File: src/design/fcs_pkg.sv
// constants, types and helpers shared by the four-channel output sequencer
package fcs_pkg;

    // converter geometry
    localparam int CHANNELS = 4;
    localparam int RESULT_BITS = 22;
    localparam int WORD_BITS = 32;

    // modulator clock divisor and last count of its divider
    localparam int MOD_DIV = 14;
    localparam logic [3:0] MOD_LAST = 4'(MOD_DIV - 1);

    // modulator samples per output update at cutoff index zero
    localparam int DECIM_BASE = 256;
    localparam logic [2:0] CUTOFF_MAX = 3'h4;

    // master-mode serial clock: system cycles per half period
    localparam int SCLK_HALF = 4;
    localparam logic [2:0] SCLK_HALF_LAST = 3'(SCLK_HALF - 1);

    // output word layout
    localparam int WORD_DATA_LSB = 10;
    localparam int WORD_CHAN_LSB = 8;
    localparam int WORD_ADDR_LSB = 5;
    localparam int WORD_AUX_BIT = 4;
    localparam logic [4:0] WORD_LAST_BIT = 5'h1F;

    // control word layout and reset value
    localparam int CTRL_BITS = 8;
    localparam logic [3:0] CTRL_COUNT_FULL = 4'h8;
    localparam int CTRL_CUTOFF_LSB = 5;
    localparam int CTRL_OUT_A_BIT = 4;
    localparam int CTRL_OUT_B_BIT = 3;
    localparam logic [7:0] CTRL_RESET = 8'h00;

    // positions in the synchronised pin vector
    localparam int PIN_W = 10;
    localparam int PIN_SCLK = 0;
    localparam int PIN_RFS = 1;
    localparam int PIN_SDATA = 2;
    localparam int PIN_TFS = 3;
    localparam int PIN_AUX = 4;
    localparam int PIN_CHAIN = 5;
    localparam int PIN_MODE = 6;
    localparam int PIN_ADDR_LSB = 7;
    // frame syncs idle high, everything else low
    localparam logic [9:0] PIN_RESET = 10'h00A;

    typedef enum logic [2:0] {
        FCS_IDLE,
        FCS_FILL,
        FCS_LOAD,
        FCS_READY,
        FCS_SEND
    } fcs_state_t;

    // clamp the cutoff select to the five legal settings
    function automatic logic [2:0] fcs_cutoff_n(input logic [2:0] sel);
        return (sel > CUTOFF_MAX) ? CUTOFF_MAX : sel;
    endfunction : fcs_cutoff_n

    // build one output word from a channel result and its tags
    function automatic logic [31:0] fcs_pack_word(
        input logic [21:0] result,
        input logic [1:0] chan,
        input logic [2:0] addr,
        input logic aux
    );
        logic [31:0] w;
        w = 32'h0000_0000;
        w[WORD_DATA_LSB +: RESULT_BITS] = result;
        w[WORD_CHAN_LSB +: 2] = chan;
        w[WORD_ADDR_LSB +: 3] = addr;
        w[WORD_AUX_BIT] = aux;
        return w;
    endfunction : fcs_pack_word

endpackage : fcs_pkg

File: src/design/fcs_word_store.sv
// four-word store for the output words, registered read
`timescale 1ns/10ps
module fcs_word_store (
    input wire logic sys_clk_in,
    input wire logic rst_in,
    input wire logic wr_en_in,
    input wire logic [1:0] wr_addr_in,
    input wire logic [31:0] wr_data_in,
    input wire logic [1:0] rd_addr_in,
    output logic [31:0] rd_data_out
);

    logic [31:0] mem [4];

    always_ff @(posedge sys_clk_in) begin
        if (wr_en_in) begin
            mem[wr_addr_in] <= wr_data_in;
        end
    end

    always_ff @(posedge sys_clk_in or posedge rst_in) begin
        if (rst_in) begin
            rd_data_out <= 32'h0000_0000;
        end else begin
            rd_data_out <= mem[rd_addr_in];
        end
    end

endmodule : fcs_word_store

File: src/design/fcs_sequencer.sv
// output sequencer, control register and rate generation of the converter
`timescale 1ns/10ps
module fcs_sequencer #(
    parameter int DECIM_BASE = fcs_pkg::DECIM_BASE
) (
    input wire logic sys_clk_in,
    input wire logic rst_in,
    input wire logic serial_clk_in,
    output logic serial_clk_out,
    output logic serial_clk_oe_out,
    input wire logic receive_frame_sync_n_in,
    output logic receive_frame_sync_n_out,
    output logic receive_frame_sync_oe_out,
    input wire logic serial_data_in,
    output logic serial_data_out,
    output logic serial_data_oe_out,
    input wire logic control_write_frame_n_in,
    input wire logic aux_flag_input_in,
    input wire logic chain_enable_in,
    input wire logic mode_slave_in,
    input wire logic [2:0] dev_addr_in,
    input wire logic [21:0] chan_result_in [4],
    output logic word_available_n_out,
    output logic chain_done_out,
    output logic mod_sample_out,
    output logic filter_reload_out,
    output logic cutoff_select_bit2_out,
    output logic cutoff_select_bit1_out,
    output logic cutoff_select_bit0_out,
    output logic front_end_ctrl_out_a_out,
    output logic front_end_ctrl_out_b_out
);

    // pin synchronisers
    logic [9:0] pin_raw;
    logic [9:0] pin_s1;
    logic [9:0] pin_s2;
    logic [9:0] pin_s3;
    logic [9:0] pin_f;
    logic [9:0] pin_q;
    logic [9:0] pin_agree;

    assign pin_raw = {dev_addr_in, mode_slave_in, chain_enable_in, aux_flag_input_in,
                      control_write_frame_n_in, serial_data_in, receive_frame_sync_n_in,
                      serial_clk_in};
    assign pin_agree = ~(pin_s2 ^ pin_s3);

    always_ff @(posedge sys_clk_in or posedge rst_in) begin
        if (rst_in) begin
            pin_s1 <= fcs_pkg::PIN_RESET;
            pin_s2 <= fcs_pkg::PIN_RESET;
            pin_s3 <= fcs_pkg::PIN_RESET;
        end else begin
            pin_s1 <= pin_raw;
            pin_s2 <= pin_s1;
            pin_s3 <= pin_s2;
        end
    end

    // a pin change counts once the second and third stages agree
    always_ff @(posedge sys_clk_in or posedge rst_in) begin
        if (rst_in) begin
            pin_f <= fcs_pkg::PIN_RESET;
            pin_q <= fcs_pkg::PIN_RESET;
        end else begin
            pin_f <= (pin_s3 & pin_agree) | (pin_f & ~pin_agree);
            pin_q <= pin_f;
        end
    end

    logic slave_mode;
    logic chain_en;
    logic aux_level;
    logic rfs_n_pin;
    logic sdata_pin;
    logic tfs_framed;
    logic tfs_end;
    logic [2:0] dev_addr;

    assign slave_mode = pin_f[fcs_pkg::PIN_MODE];
    assign chain_en = pin_f[fcs_pkg::PIN_CHAIN];
    assign aux_level = pin_f[fcs_pkg::PIN_AUX];
    assign rfs_n_pin = pin_f[fcs_pkg::PIN_RFS];
    assign sdata_pin = pin_f[fcs_pkg::PIN_SDATA];
    assign tfs_framed = ~pin_f[fcs_pkg::PIN_TFS];
    assign tfs_end = pin_f[fcs_pkg::PIN_TFS] & ~pin_q[fcs_pkg::PIN_TFS];
    assign dev_addr = pin_f[fcs_pkg::PIN_ADDR_LSB +: 3];

    // master serial clock divider, free running in master mode
    logic [2:0] sclk_div;
    logic sclk_int;
    logic sclk_toggle;
    logic sclk_fall;

    assign sclk_toggle = (sclk_div == fcs_pkg::SCLK_HALF_LAST);

    always_ff @(posedge sys_clk_in or posedge rst_in) begin
        if (rst_in) begin
            sclk_div <= 3'h0;
            sclk_int <= 1'b0;
        end else if (sclk_toggle) begin
            sclk_div <= 3'h0;
            sclk_int <= ~sclk_int;
        end else begin
            sclk_div <= sclk_div + 3'h1;
        end
    end

    // falling serial clock edge from our own divider or from the host
    always_comb begin
        if (slave_mode) begin
            sclk_fall = ~pin_f[fcs_pkg::PIN_SCLK] & pin_q[fcs_pkg::PIN_SCLK];
        end else begin
            sclk_fall = sclk_toggle & sclk_int;
        end
    end

    // control register write
    logic [3:0] ctrl_cnt;
    logic [7:0] ctrl_shift;
    logic [7:0] ctrl_reg;

    always_ff @(posedge sys_clk_in or posedge rst_in) begin
        if (rst_in) begin
            ctrl_cnt <= 4'h0;
            ctrl_shift <= fcs_pkg::CTRL_RESET;
        end else if (!tfs_framed) begin
            ctrl_cnt <= 4'h0;
        end else if (sclk_fall && ctrl_cnt != fcs_pkg::CTRL_COUNT_FULL) begin
            ctrl_shift <= {ctrl_shift[6:0], sdata_pin};
            ctrl_cnt <= ctrl_cnt + 4'h1;
        end
    end

    // a complete word is committed when the frame closes
    always_ff @(posedge sys_clk_in or posedge rst_in) begin
        if (rst_in) begin
            ctrl_reg <= fcs_pkg::CTRL_RESET;
        end else if (tfs_end && ctrl_cnt == fcs_pkg::CTRL_COUNT_FULL) begin
            ctrl_reg <= ctrl_shift;
        end
    end

    assign front_end_ctrl_out_a_out = ctrl_reg[fcs_pkg::CTRL_OUT_A_BIT];
    assign front_end_ctrl_out_b_out = ctrl_reg[fcs_pkg::CTRL_OUT_B_BIT];

    logic [2:0] cutoff_sel;
    logic [2:0] cutoff_n;

    assign cutoff_sel = ctrl_reg[fcs_pkg::CTRL_CUTOFF_LSB +: 3];
    assign cutoff_n = fcs_pkg::fcs_cutoff_n(cutoff_sel);
    assign cutoff_select_bit2_out = cutoff_sel[2];
    assign cutoff_select_bit1_out = cutoff_sel[1];
    assign cutoff_select_bit0_out = cutoff_sel[0];

    // modulator sample divider
    logic [3:0] mod_cnt;
    logic mod_tick;

    assign mod_tick = (mod_cnt == fcs_pkg::MOD_LAST);

    always_ff @(posedge sys_clk_in or posedge rst_in) begin
        if (rst_in) begin
            mod_cnt <= 4'h0;
        end else if (mod_tick) begin
            mod_cnt <= 4'h0;
        end else begin
            mod_cnt <= mod_cnt + 4'h1;
        end
    end

    // output update divider in modulator samples
    logic [15:0] dec_cnt;
    logic [15:0] dec_limit;
    logic update_tick;

    assign dec_limit = 16'((DECIM_BASE << cutoff_n) - 1);
    assign update_tick = mod_tick && (dec_cnt >= dec_limit);

    always_ff @(posedge sys_clk_in or posedge rst_in) begin
        if (rst_in) begin
            dec_cnt <= 16'h0000;
        end else if (update_tick) begin
            dec_cnt <= 16'h0000;
        end else if (mod_tick) begin
            dec_cnt <= dec_cnt + 16'h0001;
        end
    end

    always_ff @(posedge sys_clk_in or posedge rst_in) begin
        if (rst_in) begin
            mod_sample_out <= 1'b0;
            filter_reload_out <= 1'b0;
        end else begin
            mod_sample_out <= mod_tick;
            filter_reload_out <= update_tick;
        end
    end

    // output word store
    fcs_pkg::fcs_state_t state;
    logic [1:0] word_idx;
    logic [4:0] bit_cnt;
    logic [31:0] shift;
    logic [31:0] store_rd;
    logic [31:0] store_wd;
    logic store_we;
    logic frame_n;
    logic send_start;

    assign store_we = (state == fcs_pkg::FCS_FILL);
    assign store_wd = fcs_pkg::fcs_pack_word(chan_result_in[word_idx], word_idx,
                                             dev_addr, aux_level);

    fcs_word_store u_store (
        .sys_clk_in(sys_clk_in),
        .rst_in(rst_in),
        .wr_en_in(store_we),
        .wr_addr_in(word_idx),
        .wr_data_in(store_wd),
        .rd_addr_in(word_idx),
        .rd_data_out(store_rd)
    );

    // a word leaves when the chain enables us and a frame opens
    always_comb begin
        if (slave_mode) begin
            send_start = chain_en & ~rfs_n_pin;
        end else begin
            send_start = chain_en & sclk_toggle & sclk_int;
        end
    end

    // transfer sequence; a new update restarts it
    always_ff @(posedge sys_clk_in or posedge rst_in) begin
        if (rst_in) begin
            state <= fcs_pkg::FCS_IDLE;
            word_idx <= 2'h0;
            bit_cnt <= 5'h00;
        end else if (update_tick) begin
            state <= fcs_pkg::FCS_FILL;
            word_idx <= 2'h0;
        end else begin
            unique case (state)
                fcs_pkg::FCS_IDLE: begin
                    word_idx <= 2'h0;
                end
                fcs_pkg::FCS_FILL: begin
                    word_idx <= word_idx + 2'h1;
                    if (word_idx == 2'h3) begin
                        state <= fcs_pkg::FCS_LOAD;
                    end
                end
                fcs_pkg::FCS_LOAD: begin
                    state <= fcs_pkg::FCS_READY;
                end
                fcs_pkg::FCS_READY: begin
                    if (send_start) begin
                        state <= fcs_pkg::FCS_SEND;
                        bit_cnt <= 5'h00;
                    end
                end
                fcs_pkg::FCS_SEND: begin
                    if (slave_mode && rfs_n_pin) begin
                        state <= fcs_pkg::FCS_READY;
                    end else if (sclk_fall) begin
                        bit_cnt <= bit_cnt + 5'h01;
                        if (bit_cnt == fcs_pkg::WORD_LAST_BIT) begin
                            if (word_idx == 2'h3) begin
                                state <= fcs_pkg::FCS_IDLE;
                            end else begin
                                state <= fcs_pkg::FCS_LOAD;
                                word_idx <= word_idx + 2'h1;
                            end
                        end
                    end
                end
            endcase
        end
    end

    // shift register and serial data line
    always_ff @(posedge sys_clk_in or posedge rst_in) begin
        if (rst_in) begin
            shift <= 32'h0000_0000;
        end else if (state == fcs_pkg::FCS_READY && send_start) begin
            shift <= store_rd;
        end else if (state == fcs_pkg::FCS_SEND && sclk_fall) begin
            shift <= {shift[30:0], 1'b0};
        end
    end

    assign serial_data_out = shift[31];
    assign serial_data_oe_out = (state == fcs_pkg::FCS_SEND);

    // master frame sync around each word
    always_ff @(posedge sys_clk_in or posedge rst_in) begin
        if (rst_in) begin
            frame_n <= 1'b1;
        end else if (state == fcs_pkg::FCS_READY && send_start) begin
            frame_n <= 1'b0;
        end else if (state != fcs_pkg::FCS_SEND) begin
            frame_n <= 1'b1;
        end else if (sclk_fall && bit_cnt == fcs_pkg::WORD_LAST_BIT) begin
            frame_n <= 1'b1;
        end
    end

    assign receive_frame_sync_n_out = frame_n;
    assign receive_frame_sync_oe_out = ~slave_mode;
    assign serial_clk_out = sclk_int;
    assign serial_clk_oe_out = ~slave_mode;

    // chain done after the last word, cleared by the next update
    always_ff @(posedge sys_clk_in or posedge rst_in) begin
        if (rst_in) begin
            chain_done_out <= 1'b0;
        end else if (state == fcs_pkg::FCS_SEND && sclk_fall
                     && bit_cnt == fcs_pkg::WORD_LAST_BIT && word_idx == 2'h3) begin
            chain_done_out <= 1'b1;
        end else if (update_tick) begin
            chain_done_out <= 1'b0;
        end
    end

    // low while a loaded word waits or shifts; high when idle, filling or loading
    assign word_available_n_out = ~(state == fcs_pkg::FCS_READY
                                    || state == fcs_pkg::FCS_SEND);

endmodule : fcs_sequencer

File: config.mk
export PLATFORM = sky130hd
export DESIGN_NAME = fcs_sequencer
export DESIGN_NICKNAME = d
export VERILOG_FILES = /design/src/design/fcs_pkg.sv /design/src/design/fcs_word_store.sv /design/src/design/fcs_sequencer.sv
export SDC_FILE = /design/constraint.sdc
export NUM_CORES = 1
export LEC_CHECK = 0
export BUFFER_PORTS_ARGS = -buffer_cell sky130_fd_sc_hd__buf_2
export CAP_MARGIN = 10
export CORE_AREA = 2 2 156 158
export DETAILED_ROUTE_END_ITERATION = 7
export DIE_AREA = 0 0 158 160
export SETUP_SLACK_MARGIN = 0.02
export SLEW_MARGIN = 40
export SYNTH_ARGS = -nofsm -noshare
export SYNTH_HDL_FRONTEND = slang
export SYNTH_SLANG_ARGS = --single-unit
File: constraint.sdc
create_clock -name sys_clk_in -period 5.1 [get_ports sys_clk_in]
set_input_delay 0.51 -clock sys_clk_in [delete_from_list [all_inputs] [get_ports sys_clk_in]]
set_output_delay 0.51 -clock sys_clk_in [all_outputs]
set_load 0.05 [all_outputs]
After elaboration in Yosys (flattened, before gate mapping). Memories as Yosys holds them, arrays and structs flattened. A register that Yosys moved wholly into a read port is not among the register bits. Index checks and enable logic that the tools add are counted.

Register bits: 166. Bits in writable memories: 112. Input port bits: 100. Word-level logic and storage cells: 138. Memories kept: 1.

Memories: u_store.mem (words 4, bits a word 28, read ports 1, clocked after Yosys merged registers in 1, wr ports 1, RTL line fcs_word_store.sv:13) `logic [31:0] mem [4];`.

Add/sub/neg operators: 7. $lt $le $gt $ge: 3. Equality and inequality tests: 22. Shifts and indexed selects: 1. Mux-type cells: 39. Bitwise gates (word level): 21. Reduce and logical (&&, ||, !) cells: 23.

Operators with widths (count): $mux W32 (2); $bmux W22 S2 (1); $mux W22 (2); $mux W16 (2); $mux W3 (8); $and A10 B10 Y10 (2); $not A10 Y10 (2); $add A16 B1 Y16 const B (1); $ge A16 B16 Y1 (1); $shl A9 B3 Y16 const A (1); $sub A16 B2 Y16 const B (1); $mux W5 (3); $reduce_and A5 Y1 (3); $mux W2 (6); $mux W4 (3); $ne A3 B3 Y1 const B (4); $pmux W3 S4 (1); $or A10 B10 Y10 (1); $pmux W5 S2 (1); $reduce_bool A2 Y1 (5); $xor A10 B10 Y10 (1); $eq A3 B2 Y1 const B (3); $logic_and A1 B1 Y1 (9); $mux W1 (9); other kinds (27) (44).

Longest topological paths before layout. Gate-level depths: netlist (run 1).

Depth in word-level cells: 8. Gate-level depth with buffers: 9. Mapped depth without buffers: 9.

By module. Synthesis (run 1) repeated with hierarchy kept, for this count alone.

Cells, all modules: 698. Area, all modules: 11429.7 um^2.

Modules (own cells, without submodules): fcs_sequencer (instances 1, cells an instance 494, area each 5935.7 um^2); fcs_word_store (instances 1, cells an instance 204, area each 5494.0 um^2).

Worst setup path before layout (run 1). No wires, ideal clock.

Kind: reg2out. Start point: register state[0]. End point: output port word_available_n_out. Arrival: 2049 ps. Data required time: 4590 ps. Slack: 2541 ps. Stages on the path, launching flop included: 6. Path buffers: 1. Cell sequence: dfrtp_1 clkbuf_1 nor2_1 nand2_1 clkinv_1 nor2_1.

Word-level cells in the longest chain between the ends: 3.

Ends and longest elaborated chain: from (decl) (RTL line fcs_sequencer.sv:201) `fcs_pkg::fcs_state_t state;`; from (signal assigned) (RTL line fcs_sequencer.sv:237) `state <= fcs_pkg::FCS_IDLE;`; from (signal assigned) (RTL line fcs_sequencer.sv:241) `state <= fcs_pkg::FCS_FILL;`; from (signal assigned) (RTL line fcs_sequencer.sv:251) `state <= fcs_pkg::FCS_LOAD;`; $eq A3 B3 Y1; via serial_data_oe_out (RTL line fcs_sequencer.sv:16) `output logic serial_data_oe_out,`; $logic_or A1 B1 Y1 (RTL line fcs_sequencer.sv:328) `|| state == fcs_pkg::FCS_SEND);`; $not A1 Y1 (RTL line fcs_sequencer.sv:327) `assign word_available_n_out = ~(state == fcs_pkg::FCS_READY`; to (decl) (RTL line fcs_sequencer.sv:23) `output logic word_available_n_out,`.

The timed path passes the listed nets, and every way through them passes these cells.

Final worst setup path (run 1).
Start point: register state[1]. End point: output port word_available_n_out.

Word-level cells in the longest chain between the ends: 3.

Ends and longest elaborated chain (RTL line): $eq A3 B2 Y1 / $eq A3 B3 Y1 (equally long branches) (fcs_sequencer.sv:327, fcs_sequencer.sv:328); $logic_or A1 B1 Y1 (*) (fcs_sequencer.sv:328); $not A1 Y1 (*) (fcs_sequencer.sv:327).

Every way passes the cells marked *; elsewhere a longest branch is shown, timed or not.

==> metrics, run 1 <==
status finished clean; CTS max path bufs 3; crit path kind flip-flop to output port; CP arrival 2.25 ns; setup TNS 0 ns; core area 23,800 um2; initial antenna violation count 0; RR Endpoint bit_cnt[1]; P_leak 4.89 nW; combinational power share 0.181; Clock Power Share 0.329; Fin. Hold Viols 0; CTS Buf Count 28; Worst Clk Skew 0.0212 ns; drt first-iter violations 287; Pint 4.73 mW; Placement Rows 57; post-DR wirelength/cell 16.8 um; CP Launch Type flip-flop; largest net degree at the start of global routing 114; post_cts resized 0; Final setup viols 0; asr flop ratio synth 0.577; die span in y 160 um; CTS root buffer clkbuf_16; Pwr Density 512 nW/um2; share of cells above drive strength 1 0.306; biggest regs u_store.mem x112, shift x28, u_store.rd_data_out x28; Post-synth EDFFs 112; Pwr Total 6.37 mW; commonest cells in the netlist 143 x dfrtp_1, 112 x edfxtp_1, 52 x nand2_1; CP max-delay cell dfrtp_1; register area share after synthesis 0.685; tightest hold margin 0.0581 ns; reg2reg path depth 9; Port-buffer cells 114; mapped cell area 10,500 um2; via count 5,852; min cycle time layout 2.76 ns; cell mode on critical path nor2_1; die width 158 um; Hold Path Class input port to asynchronous set/reset pin; Worst Path Max Fanout 10; hold bufs inserted after CTS 0; Bufs and invs on worst path 2; top_reg_cell synth dfrtp_1; first-pass detailed-route iteration total 5; actual slew at the worst max-slew pin 0.808 ns; Post-Synthesis Cells 661; worst-path cell chain nor2_1, nand2_1, clkinv_1, nor2_1, buf_2; CTS tree built; area share of the largest cell type after synthesis 0.340; nets 902; dpl hpwl 11.9 mm; clk slew on worst S/H paths 0.06 ns; max incr delay on CP 0.45 ns; routability cong. 0.793; total wire length 19.0 mm; f_max 363 MHz; Post-CTS Setup Inserts 0; number of synthesis warnings 0; GR Overflow Total 0; Rel. slew slack 0.462; synthesized area per cell 15.9 um2; count leader, synth dfrtp_1; first-pass GRT wire length 31.7 mm; r2r setup slk 2.60 ns; post-synth cell types 55; Sw Share 0.258; n_diodes 0; Sw Pwr 1.64 mW; DRC 0; Reg with most FFs u_store.mem; post-route ant nets 0; count of state elements after synthesis 265; worst setup margin 2.34 ns; RSZ-0062 raised after global routing false; area grow syn2layout 18.3%; H-Tree Depth 1; Die ar. 25,300 um2; Setup crit end kind output port; max reg flops 112; pre-CTS WS 2.61 ns; area leader, netlist dfrtp_1; vias per cell 5.17; final worst-path cycle share 0.541; Seq pwr share 0.490; GRT Total Usage 0.157; cell family with most CP delay buffers and inverters; clock latency on the worst-skew pair 0.55 ns; reg2reg start ctrl_reg[6]; peak supply drop 255 uV; Initial Util 0.442; Worst EP required 4.59 ns; final slew viol count 0; largest cells by area after synthesis dfrtp_1 34%, edfxtp_1 32%, mux4_2 11%, dfstp_2 2.5%, mux2i_1 2.5%; vias in the first global route 6,315; maxcap violations 0; Sink Count 265; Top Ports 115
-- logic make-up (layout without fill, tap and decap cells) --
group,Yosys count,after routing,share of synthesized area
AOI/OAI and AO/OA,86,86,0.0489
and+or+nand+nor,138,138,0.0629
xor gates and xnor gates,13,13,0.0108
other,1,2,0.000356
muxes,90,90,0.147
adders and majority gates,26,26,0.0285
buffers and inverters,42,188,0.0169
DFF,265,265,0.685
-- layer usage --
metal	GRT usage	up-vias	wire, um
li1	-	2729	-
met1	0.214	2969	8320
met2	0.262	134	9530
met3	0.0274	20	867
met4	0.0405	0	278
met5	0	-	0
-- cells in the final DEF, fill, tap and decap left out, types with 11 or more instances in the layout --
cell type,instances
mux2i_1,26
clkbuf_16,29
nand2_1,52
edfxtp_1,112
buf_2,114
nor2_1,29
clkbuf_1,11
mux4_2,50
o21ai_0,45
mux2_2,14
dfrtp_1,141
nand3_1,16
a21oi_1,15
ha_1,16
-- worst max-delay path by stage --
stage,startpoint,cells past startpoint,slack [ns],endpoint
CTS,state[0],5,2.35,word_available_n_out
global route,state[1],5,2.23,word_available_n_out
finish,state[1],5,2.34,word_available_n_out
floorplan,rst_in,1,0.49,asynchronous set/reset pin
global placement,sclk_div[0],7,2.51,bit_cnt[4]
detailed placement,ctrl_reg[6],9,2.61,bit_cnt[4]
-- final cells by class --
cell class              instances  area (um2)
fillers                      1981       11400
flip-flops and latches        265        7210
clock buffers                  44         822
inverters                      14        65.1
multi-input cells             355        3160
clock inverters                 8         154
repair buffers                122         631
well taps                     324         405
-- stage by stage --
step | cell area (um2) | util | std cells
CTS | 12400 | 0.522 | 1132
global placement | 11500 | 0.481 | 1080
floorplan | 10500 | - | 662
finish | 12400 | 0.522 | 1132
global route | 12400 | 0.522 | 1132
detailed placement | 11500 | 0.481 | 1080
-- power groups by stage --
stage,Sequential [mW],Combinational [mW],Clock (mW)
6_report,3.12,1.15,2.10
5_1_grt,3.19,1.28,2.25
4_1_cts,3.13,1.19,2.15
3_5_place_dp,3.17,1.18,0
3_3_place_gp,3.14,1.14,0
2_1_floorplan,3.05,0.922,0
Note: power is estimated with default switching activity, not from simulation.
==> run 2: changes to the inputs <==
PLACE_DENSITY = 0.66   (was default)
clock period = 2.4 ns   (was 5.1 ns; I/O delays follow)
==> run 2 against run 1 <==
Setup slack lost 2.2 ns. Utilization grew 0.87 points. Non-clock buffer count grew 26. Die area is the same. Wire length shrank 4.7%. Critical path type is now flip-flop to flip-flop. Clock-buffer cell count shrank 10.
==> metrics, run 2 (synthesis results as in run 1) <==
status finished clean (unchanged); die width 158 um (unchanged); area grow syn2layout 20.3% (was 18.3%); commonest non-fill, non-tap cells in the layout 138 x dfrtp_1, 114 x buf_2, 112 x edfxtp_1 (was 141 x dfrtp_1, 114 x buf_2, 112 x edfxtp_1); clock latency on the worst-skew pair 0.53 ns (was 0.55 ns); initial antenna violation count 0 (unchanged); H-Tree Depth 1 (unchanged); Port-buffer cells 114 (unchanged); crit path kind flip-flop to flip-flop (was flip-flop to output port); Rel. slew slack 0.517 (was 0.462); setup TNS 0 ns (unchanged); post-route ant nets 0 (unchanged); CP Launch Type flip-flop (unchanged); die span in y 160 um (unchanged); Worst Clk Skew 0.00524 ns (was 0.0212 ns); clk slew on worst S/H paths 0.06 ns (about the same); worst-path cell chain a21oi_1, ha_1, a21oi_1, nand2_1, o21a_2, o21ai_4, inv_2, or3_4, a22o_1 (was nor2_1, nand2_1, clkinv_1, nor2_1, buf_2); Initial Util 0.442 (unchanged); Reg with most FFs u_store.mem (unchanged); Setup crit end kind flip-flop (was output port); min cycle time layout 2.26 ns; n_diodes 0 (unchanged); maxcap violations 0 (unchanged); vias in the first global route 6,009 (was 6,315); CTS root buffer clkbuf_16 (unchanged); dpl hpwl 11.7 mm (was 11.9 mm); Bufs and invs on worst path 1 (was 2); via count 5,897 (was 5,852); DRC 0 (unchanged); post-route cell area 12,700 um2 (was 12,400 um2); core area 23,800 um2 (unchanged); CTS Buf Count 27 (was 28); RSZ-0062 raised after global routing false (unchanged); GR Overflow Total 0 (unchanged); final slew viol count 0 (unchanged); Top Ports 115 (unchanged); actual slew at the worst max-slew pin 0.723 ns (was 0.808 ns); DP Area 11,600 um2 (was 11,500 um2); Pwr Density 1050 nW/um2 (was 512 nW/um2); share of cells above drive strength 1 0.323 (was 0.306); Die ar. 25,300 um2 (unchanged); Worst EP required 2.82 ns (was 4.59 ns); CTS max path bufs 3 (unchanged); Fin. Hold Viols 0 (unchanged); cell family with most CP delay compound AO/OA/AOI/OAI gates (was buffers and inverters); GRT Total Usage 0.149 (was 0.157); CP max-delay cell dfrtp_2 (was dfrtp_1); Sink Count 265 (unchanged); post-DR wirelength/cell 15.7 um (was 16.8 um); Placement Rows 57 (unchanged); Pwr Total 13.3 mW (was 6.37 mW); peak supply drop 790 uV (was 255 uV); f_max 442 MHz; biggest regs u_store.mem x112, shift x28, u_store.rd_data_out x28 (unchanged); first-pass GRT wire length 30.3 mm (was 31.7 mm); CTS tree built (unchanged); Final setup viols 0 (unchanged); CP arrival 2.68 ns (was 2.25 ns); final worst-path cycle share 0.943; routability cong. 0.782 (was 0.793); max incr delay on CP 0.42 ns (was 0.45 ns); first-pass detailed-route iteration total 5 (unchanged); Worst Path Max Fanout 5 (was 10); Hold Path Class input port to flip-flop (was input port to asynchronous set/reset pin); largest net degree at the start of global routing 60 (was 114); cell mode on critical path a21oi_1 (was nor2_1); max reg flops 112 (unchanged); vias per cell 5.10 (was 5.17); nets 927 (was 902); Fillers 2,007 (was 1,981); P_leak 5.00 nW (was 4.89 nW); commonest non-fill, non-tap cell in the layout dfrtp_1 (unchanged); drt first-iter violations 366 (was 287); total wire length 18.1 mm (was 19.0 mm)
## run 2: changes by cell type in the layout (fill, tap and decap cells not counted), sizes merged
cell and change:
buf +15, dlygate4sd3 +11, clkinvlp +2, inv +1, clkbuf -10, clkinv +6, bufinv -1
## run 2: path summary, 6_finish.rpt
path | start | to | slack, ns | depth (start not counted)
max in group asynchronous | rst_in | pin_s3[1] | 1.32 | 4
max reg2reg | ctrl_reg[6] | bit_cnt[1] | 0.14 | 9
min in group asynchronous | rst_in | ctrl_cnt[2] | 0.38 | 3
min | chan_result_in[77] | u_store.mem[3][17] | 0.15 | 2
min reg2reg | pin_s1[5] | pin_s2[5] | 0.35 | 0
max | ctrl_reg[6] | bit_cnt[1] | 0.14 | 9
## run 2: per-stage QoR
stage               cells  hold slack [ns]  utilization  setup WS, ns
floorplan             662            0.244            -        0.0720
finish               1156            0.149        0.531         0.136
global placement     1094            0.332        0.488         0.148
global route         1156            0.137        0.531        0.0215
detailed placement   1094            0.336        0.488         0.135
CTS                  1155            0.130        0.530         0.120
## run 2: worst register-to-register path, delay by kind of cell, from the launching register on
family | cells | cell delay [ns]
AND/OR/NAND/NOR | 2 | 0.46
adder cells (fa/ha/maj) | 1 | 0.27
flip-flops | 1 | 0.42
buffers and inverters | 1 | 0.05
AO/OA/AOI/OAI | 5 | 0.96
## run 2: layout make-up
type,instances,area (um2),area share
well taps,324,405,0.0320
inverters,14,57.6,0.00455
clock buffers,34,723,0.0572
repair buffers,148,916,0.0724
flip-flops and latches,265,7210,0.570
multi-input cells,355,3160,0.250
clock inverters,16,173,0.0136
## run 2: report_power, final
group          leakage (nW)  internal [mW]  switching (mW)
logic                  1.66           1.25            1.32
registers              2.90           6.09           0.462
clock network         0.441           2.47            1.69
## run 2: metal layers
| layer | vias up | routed length (um) | GRT usage |
|---|---|---|---|
| met5 | - | 0 | 0 |
| met4 | 0 | 396 | 0.0369 |
| met3 | 32 | 654 | 0.0236 |
| met2 | 122 | 8950 | 0.244 |
| met1 | 2959 | 8090 | 0.210 |
| li1 | 2784 | - | - |
## run 2: what timing repair did
action,4_1_cts,5_1_grt
resized for setup,1,3
hold buffers,11,0
buffers inserted,0,1
pin swaps,0,1
endpoints found under the hold margin,31,0
setup endpoints to repair,1,4
==> run 3: changes to the inputs <==
clock period = 1.9 ns   (was 2.4 ns; I/O delays follow)
==> run 3 against run 2 <==
The run now ends with negative setup slack left. Largest power group unchanged. Setup slack worse by 0.32 ns. Utilization up 3.6 points. Wire length up 6.7%. Critical path type unchanged. Sequential share of layout area down 3.6 points.
==> metrics, run 3 (synthesis results as in run 1) <==
tightest hold margin 0.0925 ns (was 0.149 ns); max reg flops 112 (unchanged); clock latency on the worst-skew pair 0.54 ns (was 0.53 ns); die width 158 um (unchanged); share of cells above drive strength 1 0.420 (was 0.323); final slew viol count 0 (unchanged); max incr delay on CP 0.42 ns (about the same); GRT Total Usage 0.157 (was 0.149); post-DR wirelength/cell 16.0 um (was 15.7 um); RSZ-0062 raised after global routing true (was false); Top Ports 115 (unchanged); Pwr Density 1320 nW/um2 (was 1050 nW/um2); Fin. Hold Viols 0 (unchanged); CTS Buf Count 28 (was 27); commonest non-fill, non-tap cell in the layout dfrtp_1 (unchanged); initial antenna violation count 0 (unchanged); Reg with most FFs u_store.mem (unchanged); Placement Rows 57 (unchanged); Fillers 1,899 (was 2,007); Worst EP required 2.31 ns (was 2.82 ns); CP max-delay cell dfrtp_2 (unchanged); min cycle time layout 2.08 ns (was 2.26 ns); Bufs and invs on worst path 3 (was 1); worst-path cell chain a21oi_2, ha_1, a21oi_2, nand2_1, o21a_4, o21ai_4, inv_4, buf_4, buf_12, a211o_1 (was a21oi_1, ha_1, a21oi_1, nand2_1, o21a_2, o21ai_4, inv_2, or3_4, a22o_1); nets 978 (was 927); Port-buffer cells 114 (unchanged); Sink Count 265 (unchanged); die span in y 160 um (unchanged); CTS tree built (unchanged); Die ar. 25,300 um2 (unchanged); setup TNS -2.66 ns (was 0 ns); biggest regs u_store.mem x112, shift x28, u_store.rd_data_out x28 (unchanged); largest net degree at the start of global routing 53 (was 60); failing checks negative setup slack; GR Overflow Total 0 (unchanged); H-Tree Depth 1 (unchanged); final worst-path cycle share 1.09 (was 0.943); worst setup margin -0.180 ns (was 0.136 ns); Final Core Density 0.567 (was 0.531); peak supply drop 821 uV (was 790 uV); DRC 0 (unchanged); f_max 481 MHz (was 442 MHz); CTS root buffer clkbuf_16 (unchanged); post-route cell area 13,500 um2 (was 12,700 um2); Final setup viols 24 (was 0); core area 23,800 um2 (unchanged); maxcap violations 0 (unchanged); crit path kind flip-flop to flip-flop (unchanged); via count 6,079 (was 5,897); commonest non-fill, non-tap cells in the layout 134 x dfrtp_1, 112 x buf_2, 112 x edfxtp_1 (was 138 x dfrtp_1, 114 x buf_2, 112 x edfxtp_1); vias in the first global route 6,301 (was 6,009); first-pass GRT wire length 31.7 mm (was 30.3 mm); Pwr Total 17.8 mW (was 13.3 mW); routability cong. 0.829 (was 0.782); CP Launch Type flip-flop (unchanged); final non-filler cell total 1,208 (was 1,156); post-route ant nets 0 (unchanged); cell family with most CP delay compound AO/OA/AOI/OAI gates (unchanged); status finished, violations left (was finished clean); P_leak 5.38 nW (was 5.00 nW); dpl hpwl 12.3 mm (was 11.7 mm); Initial Util 0.442 (unchanged); CP arrival 2.49 ns (was 2.68 ns); CTS max path bufs 3 (unchanged); Worst Clk Skew 0.0209 ns (was 0.00524 ns); area grow syn2layout 28.4% (was 20.3%); first-pass detailed-route iteration total 5 (unchanged); Placed Cells 1,132 (was 1,094); cell mode on critical path a21oi_2 (was a21oi_1); Setup crit end kind flip-flop (unchanged); Hold Path Class input port to flip-flop (unchanged); DP Area 12,100 um2 (was 11,600 um2); vias per cell 5.03 (was 5.10); drt first-iter violations 431 (was 366); Worst Path Max Fanout 8 (was 5); pre-CTS WS -0.234 ns (was 0.135 ns); total wire length 19.3 mm (was 18.1 mm); clk slew on worst S/H paths 0.06 ns (about the same); n_diodes 0 (unchanged)
-- run 3: changes by cell type in the layout (fill, tap and decap cells not counted), moves of 5 or more --
cell	delta
buf_12	+8
buf_4	+36
buf_6	+6
clkbuf_8	+7
nor2_1	-13
nor2_2	+7
nor2_4	+6
o21ai_0	-9
o21ai_2	+5
-- run 3: final timing paths --
check / startpoint / to / slack, ns / cells past startpoint
min reg2reg: pin_s1[6] / pin_s2[6] / 0.35 / 0
max: ctrl_reg[5] / state[0] / -0.18 / 10
max in group asynchronous: rst_in / pin_q[3] / 1.18 / 4
min in group asynchronous: rst_in / pin_s1[5] / 0.16 / 3
max reg2reg: ctrl_reg[5] / state[0] / -0.18 / 10
min: chan_result_in[71] / u_store.mem[0][11] / 0.09 / 2
-- run 3: report_power, final --
part / internal (mW) / total [mW] / switching (mW)
clock network: 3.53 / 5.73 / 2.19
logic: 1.94 / 3.77 / 1.83
registers: 7.69 / 8.27 / 0.583
total: 13.2 / 17.8 / 4.60
-- run 3: area by class of cell --
cell class / instances / area [um2] / area share
timing repair buffer: 198 / 1430 / 0.106
tap: 324 / 405 / 0.0300
clock inverter: 15 / 199 / 0.0147
inverter: 14 / 63.8 / 0.00472
sequential: 265 / 7220 / 0.534
multi-input combinational: 355 / 3380 / 0.250
clock buffer: 37 / 805 / 0.0596
-- run 3: layer usage --
layer	GRT usage	up-vias	share of wire
met5	0	-	0
met2	0.262	140	0.51
met1	0.214	3041	0.43
met4	0.0463	0	0.017
li1	-	2872	-
met3	0.0250	26	0.046
-- run 3: timing repair --
action,in CTS,in global routing
setup buffers,7,6
pin swaps,5,3
hold buffers,11,0
gates resized for setup,31,34
setup endpoints to repair,26,31
endpoints found under the hold margin,153,0
